### src/shared/spf_pkg.sv
// Package of register map and field constants for the serial status flags
package spf_pkg;

   // Data and address widths of the register bus
   localparam int SPF_DATA_W = 32;
   localparam int SPF_ADDR_W = 18;

   // Register indices; byte address is four times the index
   localparam logic [15:0] SPF_IDX_SERIAL_IO_STATUS = 16'hFFF6;
   localparam logic [15:0] SPF_IDX_CTRL = 16'hFFF8;
   localparam logic [15:0] SPF_IDX_DATA = 16'hFFF9;
   localparam logic [15:0] SPF_IDX_ISTAT = 16'hFFFA;
   localparam logic [15:0] SPF_IDX_IMASK = 16'hFFFB;

   localparam logic [17:0] SPF_ADDR_SERIAL_IO_STATUS = {SPF_IDX_SERIAL_IO_STATUS, 2'h0};
   localparam logic [17:0] SPF_ADDR_CTRL = {SPF_IDX_CTRL, 2'h0};
   localparam logic [17:0] SPF_ADDR_DATA = {SPF_IDX_DATA, 2'h0};
   localparam logic [17:0] SPF_ADDR_ISTAT = {SPF_IDX_ISTAT, 2'h0};
   localparam logic [17:0] SPF_ADDR_IMASK = {SPF_IDX_IMASK, 2'h0};

   // Status register fields
   localparam int SPF_SERIAL_IO_STATUS_RDY_BIT = 8;
   localparam int SPF_SERIAL_IO_STATUS_PIN3_BIT = 7;
   localparam int SPF_SERIAL_IO_STATUS_PIN2_BIT = 6;
   localparam int SPF_SERIAL_IO_STATUS_PIN1_BIT = 5;
   localparam int SPF_SERIAL_IO_STATUS_LVL3_BIT = 3;

   // Control register fields
   localparam int SPF_CTRL_EN_BIT = 0;
   localparam int SPF_CTRL_DIR3_BIT = 3;

   // Interrupt status and mask fields
   localparam int SPF_IRQ_RX_BIT = 0;
   localparam int SPF_IRQ_PIN3_BIT = 3;

   // Reset values
   localparam logic SPF_RST_EN = 1'h0;
   localparam logic [3:1] SPF_RST_DIR = 3'h0;
   localparam logic [3:0] SPF_RST_IMASK = 4'h0;

   // Cycles after reset before the pin synchroniser is filled
   localparam logic [1:0] SPF_SYNC_FILL = 2'h3;

endpackage

### src/verilog/spf_pin_sync.sv
// Pin synchroniser and change detector for the general-purpose pins
`timescale 1ns/1ns
module spf_pin_sync
#(
   parameter int PINS = 3
)
(
   // Clock and control
   input wire logic sys_clk,
   input wire logic rst_n,
   input wire logic clkEn,
   // Pins in
   input wire logic [PINS-1:0] pinIn,
   // Synchronised results
   output logic [PINS-1:0] pinLevel,
   output logic [PINS-1:0] pinChange
);

   typedef struct packed
   {
      logic [PINS-1:0] meta;
      logic [PINS-1:0] sync;
      logic [PINS-1:0] last;
      logic [1:0] fill;
   } spf_sync_t;

   spf_sync_t st_reg;
   spf_sync_t st_next;

   always_comb
   begin
      st_next = st_reg;
      st_next.meta = pinIn;
      st_next.sync = st_reg.meta;
      st_next.last = st_reg.sync;
      if (st_reg.fill != spf_pkg::SPF_SYNC_FILL)
      begin
         st_next.fill = st_reg.fill + 2'h1;
      end
   end

   always_ff @(posedge sys_clk)
   begin
      if (!rst_n)
      begin
         st_reg <= '0;
      end
      else if (clkEn)
      begin
         st_reg <= st_next;
      end
   end

   assign pinLevel = st_reg.sync;

   // Either edge counts; held off until the chain holds real samples
   genvar i;
   generate
      for (i = 0; i < PINS; i++)
      begin : g_chg
         assign pinChange[i] = (st_reg.fill == spf_pkg::SPF_SYNC_FILL) &&
            (st_reg.sync[i] != st_reg.last[i]);
      end
   endgenerate

endmodule

### src/verilog/spf_status_flags.sv
// Serial port status flags with APB registers and interrupt
//
// Contract
// - Ready flag at bit 8 is set once a character sits in the data register.
// - Ready flag clears when the data register is read, and on reset.
// - Each newly received character raises the serial port interrupt.
// - Pin 3 change sets bit 7, only while pin 3 is input and port enabled.
// - Writing 1 to bit 7 clears the pin 3 flag; writing 0 keeps it.
// - A detected pin 3 change raises the serial port interrupt.
// - Pin 2 change sets bit 6, only while pin 2 is input and port enabled.
// - Writing 1 to bit 6 clears the pin 2 flag.
// - A detected pin 2 change raises the serial port interrupt.
// - Pin 1 change sets bit 5, only while pin 1 is input and port enabled.
// - Writing 1 to bit 5 clears the pin 1 flag.
// - A detected pin 1 change raises the serial port interrupt.
//
// The APB register port was chosen for this implementation.
`timescale 1ns/1ns
module spf_status_flags
(
   // Clock, reset, enable
   input wire logic sys_clk,
   input wire logic rst_n,
   input wire logic clkEn,
   // APB slave
   input wire logic psel,
   input wire logic penable,
   input wire logic pwrite,
   input wire logic [17:0] paddr,
   input wire logic [31:0] pwdata,
   output logic [31:0] prdata,
   output logic pready,
   output logic pslverr,
   // Receiver side
   input wire logic rxCharStrobe,
   input wire logic [7:0] rxCharData,
   // General-purpose pins
   input wire logic [3:1] gpioPin,
   output logic [3:1] pinDirection,
   output logic portEnable,
   // Interrupt
   output logic serialPortIrq
);

   typedef struct packed
   {
      logic [7:0] holding;
      logic rxCharReadyFlag;
      logic [3:1] changeFlag;
      logic portEn;
      logic [3:1] dir;
      logic [3:0] irqStat;
      logic [3:0] irqMask;
      logic irq;
      logic ready;
      logic slvErr;
      logic [31:0] rdData;
   } spf_state_t;

   spf_state_t st_reg;
   spf_state_t st_next;

   logic [3:1] pinLevel;
   logic [3:1] pinChange;

   spf_pin_sync
   #(
      .PINS(3)
   )
   u_sync
   (
      .sys_clk(sys_clk),
      .rst_n(rst_n),
      .clkEn(clkEn),
      .pinIn(gpioPin),
      .pinLevel(pinLevel),
      .pinChange(pinChange)
   );

   // Bus decode
   logic setupWait;
   logic accessDone;
   logic wrDone;
   logic rdDone;
   logic hitIosr;
   logic hitCtrl;
   logic hitData;
   logic hitIstat;
   logic hitImask;
   logic mapped;

   assign setupWait = psel && penable && !st_reg.ready;
   assign accessDone = psel && penable && st_reg.ready;
   assign wrDone = accessDone && pwrite;
   assign rdDone = accessDone && !pwrite;
   assign hitIosr = paddr == spf_pkg::SPF_ADDR_SERIAL_IO_STATUS;
   assign hitCtrl = paddr == spf_pkg::SPF_ADDR_CTRL;
   assign hitData = paddr == spf_pkg::SPF_ADDR_DATA;
   assign hitIstat = paddr == spf_pkg::SPF_ADDR_ISTAT;
   assign hitImask = paddr == spf_pkg::SPF_ADDR_IMASK;
   assign mapped = hitIosr || hitCtrl || hitData || hitIstat || hitImask;

   // Flag set and clear terms
   logic dataRead;
   logic [3:1] chgSet;
   logic [3:1] chgClr;
   logic [3:0] irqSet;
   logic [3:0] irqClr;

   assign dataRead = rdDone && hitData;

   // Change only counts on an input pin of an enabled port
   assign chgSet = pinChange & ~st_reg.dir & {3{st_reg.portEn}};

   assign chgClr = (wrDone && hitIosr) ?
      pwdata[spf_pkg::SPF_SERIAL_IO_STATUS_PIN3_BIT -: 3] : 3'h0;

   assign irqSet = {chgSet, rxCharStrobe};
   assign irqClr = (wrDone && hitIstat) ? pwdata[3:0] : 4'h0;

   // Read data
   logic [31:0] rdValue;

   always_comb
   begin
      rdValue = 32'h0;
      if (hitIosr)
      begin
         rdValue[spf_pkg::SPF_SERIAL_IO_STATUS_RDY_BIT] = st_reg.rxCharReadyFlag;
         rdValue[spf_pkg::SPF_SERIAL_IO_STATUS_PIN3_BIT -: 3] = st_reg.changeFlag;
         // Level bits show the synced pin whatever its direction
         rdValue[spf_pkg::SPF_SERIAL_IO_STATUS_LVL3_BIT -: 3] = pinLevel;
      end
      else if (hitCtrl)
      begin
         rdValue[spf_pkg::SPF_CTRL_EN_BIT] = st_reg.portEn;
         rdValue[spf_pkg::SPF_CTRL_DIR3_BIT -: 3] = st_reg.dir;
      end
      else if (hitData)
      begin
         rdValue[7:0] = st_reg.holding;
      end
      else if (hitIstat)
      begin
         rdValue[3:0] = st_reg.irqStat;
      end
      else if (hitImask)
      begin
         rdValue[3:0] = st_reg.irqMask;
      end
   end

   // Next state
   always_comb
   begin
      st_next = st_reg;

      // One wait state: answer is built from a stable address
      if (setupWait)
      begin
         st_next.ready = 1'b1;
         st_next.rdData = rdValue;
         st_next.slvErr = !mapped;
      end
      else if (accessDone)
      begin
         st_next.ready = 1'b0;
         st_next.slvErr = 1'b0;
      end

      if (wrDone && hitCtrl)
      begin
         st_next.portEn = pwdata[spf_pkg::SPF_CTRL_EN_BIT];
         st_next.dir = pwdata[spf_pkg::SPF_CTRL_DIR3_BIT -: 3];
      end
      if (wrDone && hitImask)
      begin
         st_next.irqMask = pwdata[3:0];
      end

      // A data read clears the ready flag; a new character in the same cycle wins
      if (dataRead)
      begin
         st_next.rxCharReadyFlag = 1'b0;
      end
      if (rxCharStrobe)
      begin
         st_next.holding = rxCharData;
         st_next.rxCharReadyFlag = 1'b1;
      end

      // Sticky flags; set beats clear
      st_next.changeFlag = (st_reg.changeFlag & ~chgClr) | chgSet;
      st_next.irqStat = (st_reg.irqStat & ~irqClr) | irqSet;

      st_next.irq = |(st_next.irqStat & st_next.irqMask);
   end

   always_ff @(posedge sys_clk)
   begin
      if (!rst_n)
      begin
         st_reg <= '0;
         st_reg.portEn <= spf_pkg::SPF_RST_EN;
         st_reg.dir <= spf_pkg::SPF_RST_DIR;
         st_reg.irqMask <= spf_pkg::SPF_RST_IMASK;
      end
      else if (clkEn)
      begin
         st_reg <= st_next;
      end
   end

   assign prdata = st_reg.rdData;
   assign pready = st_reg.ready;
   assign pslverr = st_reg.slvErr;
   assign pinDirection = st_reg.dir;
   assign portEnable = st_reg.portEn;
   assign serialPortIrq = st_reg.irq;
endmodule
### config.mk
export PLATFORM = sky130hd
export DESIGN_NAME = spf_status_flags
export DESIGN_NICKNAME = d
export VERILOG_FILES = /design/src/shared/spf_pkg.sv /design/src/verilog/spf_pin_sync.sv /design/src/verilog/spf_status_flags.sv
export SDC_FILE = /design/constraint.sdc
export NUM_CORES = 1
export LEC_CHECK = 0
export BUFFER_PORTS_ARGS = -buffer_cell sky130_fd_sc_hd__buf_2
export CAP_MARGIN = 10
export CORE_ASPECT_RATIO = 1.2
export CORE_MARGIN = 2
export CORE_UTILIZATION = 30
export CTS_CLUSTER_SIZE = 12
export DETAILED_ROUTE_END_ITERATION = 16
export PLACE_DENSITY_LB_ADDON = 0.2
export SETUP_SLACK_MARGIN = 0.15
export SLEW_MARGIN = 30
export SYNTH_ARGS = -nofsm -noshare
export SYNTH_HDL_FRONTEND = slang
export SYNTH_SLANG_ARGS = --single-unit
export TNS_END_PERCENT = 100
### constraint.sdc
create_clock -name sys_clk -period 3.3 [get_ports sys_clk]
set_input_delay 0.33 -clock sys_clk [delete_from_list [all_inputs] [get_ports sys_clk]]
set_output_delay 0.33 -clock sys_clk [all_outputs]
set_load 0.05 [all_outputs]
==> run metrics <==
outcome complete, no violations; DRT iter0 DRCs 95; placer congestion estimate 0.774; Avg Vias per Cell ~4.6; Die Width 88.7 um; overall die area between 9000 and 10,000 sq um; Max IR drop VDD between 0.00015 and 0.0002 V; drt total wl around 6.3 mm; CP Max Fanout 7; total power draw 1.15 mW; row count 37; ys async rst share 0%; nature of the critical path endpoint register; register bit total from synthesis 47; Psw between 0.3 and 0.4 mW; clock share of power 32.1%; Hold WS between 0.2 and 0.3 ns; Most used DFF post-synth dfxtp_1; n_diodes 0; Slew headroom 53.5%; Hold Crit Start rxCharData[7]; Area Overhead vs Synth 11.6%; largest net degree at the start of global routing 48; CTS resizes 0; synthesized cell area 2580 sq um; GRT Total Usage 14.0%; first-pass GRT wire length 10.2 mm; final period utilization about three fifths; Worst-Margin Slew 0.697 ns; Yosys cell types between 40 and 50; gr ovfl total 0; Pre-antenna DRT Iters 4; max-slew violations 0; routed len/inst about 14 um; clock sink total between 40 and 50; Skew-Pair Late Insertion Delay approximately 0.30 ns; Arrival @ worst endpoint approximately 2.2 ns; Post-synth EDFFs 0; RSZ-0062 raised after global routing no; Clock Path Buffers 2; reg-to-reg critical path endpoint serialPortIrq$_SDFFE_PN0P_; vias in the first global route about 2,000; FF-to-FF Start u_sync.st_reg[0]$_SDFFE_PN0P_; r2r setup slk 1.42 ns; DRC viols 0; layout cells sized above 1 about a quarter; skew final 0.0111 ns; final net count 399; Fill cells slightly above 900; HP Class primary input to register; CTS tree done; Starting Density ~30%; Critical Path Start Type primary input; maxcap violations 0; clk slew on worst S/H paths 0.10 ns; sequential share of power around 52%; synth warn 0; sw frac 29.6%; post-DP HPWL around 4.6 mm; cell-internal power 0.812 mW; maximum clock frequency roughly 510 MHz; via count just over 2,000; Num CTS Buffers 5; Hold-fix buffers, CTS 0; initial antenna violation count 0; post-CTS repair timing setup buffer count 0; Hold Path Cell Cnt 3; Worst Hold Endpoint st_reg[58]$_SDFFE_PN0P_; minimum clock period between 1.5 and 2 ns; WP data required 3.50 ns; Port-buffer cells 58; max reg flops 20; Pwr per Cell Area about 400 nW/um^2; # setup viols final 0; Reg2Reg Depth 7; Post-Syn Area per Cell about 8.9 sq um; final hold violation count 0; critical path type primary input to register; remaining antenna violation count 0; CTS root buf clkbuf_8; final core occ 34.0%; Cells after Synth 290; leakage power ~1.2 nW; Comb power frac around 16%; total negative slack 0 ns; core area roughly 8500 sq um; floorplan die height ~110 um; IO Count between 100 and 150; post-synthesis sequential area ratio a little over a third; htree depth 2
## routing by layer
| layer | wire (um) | track usage [%] |
|---|---|---|
| met1 | 2990 | 18.2 |
| met2 | 2940 | 23.4 |
| met3 | 332 | 2.82 |
| met4 | 68 | 3.57 |
| met5 | 0 | 0 |
## worst max-delay path: stages
cell	delay [ns]
buf_2	0.10
or2_4	0.26
or4_4	0.56
nor4b_4	0.52
nand4b_1	0.17
a21oi_1	0.17
nor2b_1	0.05
## cell usage in the layout (no fill, tap or decap), drive strengths merged, types with 4 or more instances in the layout
cell type	Yosys	final
mux2i	19	19
and2	6	6
dfxtp	47	47
nor2	7	7
clkbuf	8	7
nand2	35	35
conb	1	23
nor3	4	4
a21oi	12	12
a21boi	16	16
buf	40	59
nand4	5	5
nor2b	27	27
o21ai	12	12
nand2b	4	4
nand3	7	7
## power groups by stage
stage / combinational, mW / clock [mW] / sequential (mW)
after floorplan: 0.159 / 0 / 0.612
after global placement: 0.187 / 0 / 0.608
after detailed placement: 0.188 / 0 / 0.609
after CTS: 0.189 / 0.388 / 0.596
after global routing: 0.204 / 0.409 / 0.599
final: 0.188 / 0.370 / 0.596
## worst max path at each step
stage               depth (start not counted)  slack [ns]                         end                start
floorplan                                   7        1.37  serialPortIrq$_SDFFE_PN0P_  pready$_SDFFE_PN0P_
global route                                7        1.23     st_reg[50]$_SDFFE_PN0P_             paddr[1]
detailed placement                          7        1.04     st_reg[50]$_SDFFE_PN0P_             paddr[1]
CTS                                         7        1.36     st_reg[50]$_SDFFE_PN0P_             paddr[1]
finish                                      7        1.33     st_reg[50]$_SDFFE_PN0P_             paddr[1]
global placement                            7        1.04     st_reg[50]$_SDFFE_PN0P_             paddr[1]
## stage by stage
stage / setup slack, ns / area, sq um / cells
2_1_floorplan: 1.37 / 2660 / 312
3_3_place_gp: 1.04 / 2790 / 440
3_5_place_dp: 1.04 / 2790 / 440
4_1_cts: 1.36 / 2880 / 448
5_1_grt: 1.23 / 2880 / 448
6_report: 1.33 / 2880 / 448
## cells by family (layout without fill, tap and decap cells)
family | count (synthesis) | count (layout) | share of synthesized area [%]
adders and majority gates | 1 | 1 | 0.485
and+or+nand+nor | 109 | 109 | 24.8
DFF | 47 | 47 | 36.5
other | 1 | 23 | 0.145
muxes | 23 | 23 | 9.99
buffers and inverters | 49 | 68 | 12.7
xor gates and xnor gates | 4 | 4 | 1.36
AOI/OAI and AO/OA | 56 | 56 | 14.2
## cell usage after synthesis (all sizes together), types with 2 or more instances
master | instances | area (sq um)
nand2b | 4 | 25.0
nand2 | 35 | 131
nand3 | 7 | 35.0
o21ai | 12 | 60.1
dfxtp | 47 | 941
clkbuf | 8 | 30.0
a22oi | 3 | 22.5
a21boi | 16 | 120
mux2 | 2 | 22.5
nand4 | 5 | 37.5
mux4 | 2 | 45.0
o21a | 3 | 22.5
nor2b | 27 | 169
and2 | 6 | 37.5
xnor2 | 3 | 26.3
mux2i | 19 | 190
a21oi | 12 | 60.1
and4 | 2 | 17.5
or2 | 2 | 15.0
nand4b | 2 | 17.5
buf | 40 | 293
a31oi | 3 | 18.8
nor2 | 7 | 26.3
nor3 | 4 | 20.0
nor4 | 3 | 48.8
## cell type report
class | instances | area, sq um | area share [%]
timing repair buffer | 59 | 298 | 10.3
inverter | 1 | 3.75 | 0.130
tap | 117 | 146 | 5.08
clock inverter | 1 | 8.76 | 0.304
multi-input combinational | 216 | 1400 | 48.5
sequential | 47 | 941 | 32.7
clock buffer | 7 | 86.3 | 3.00
Power figures use the tool's default switching activity.
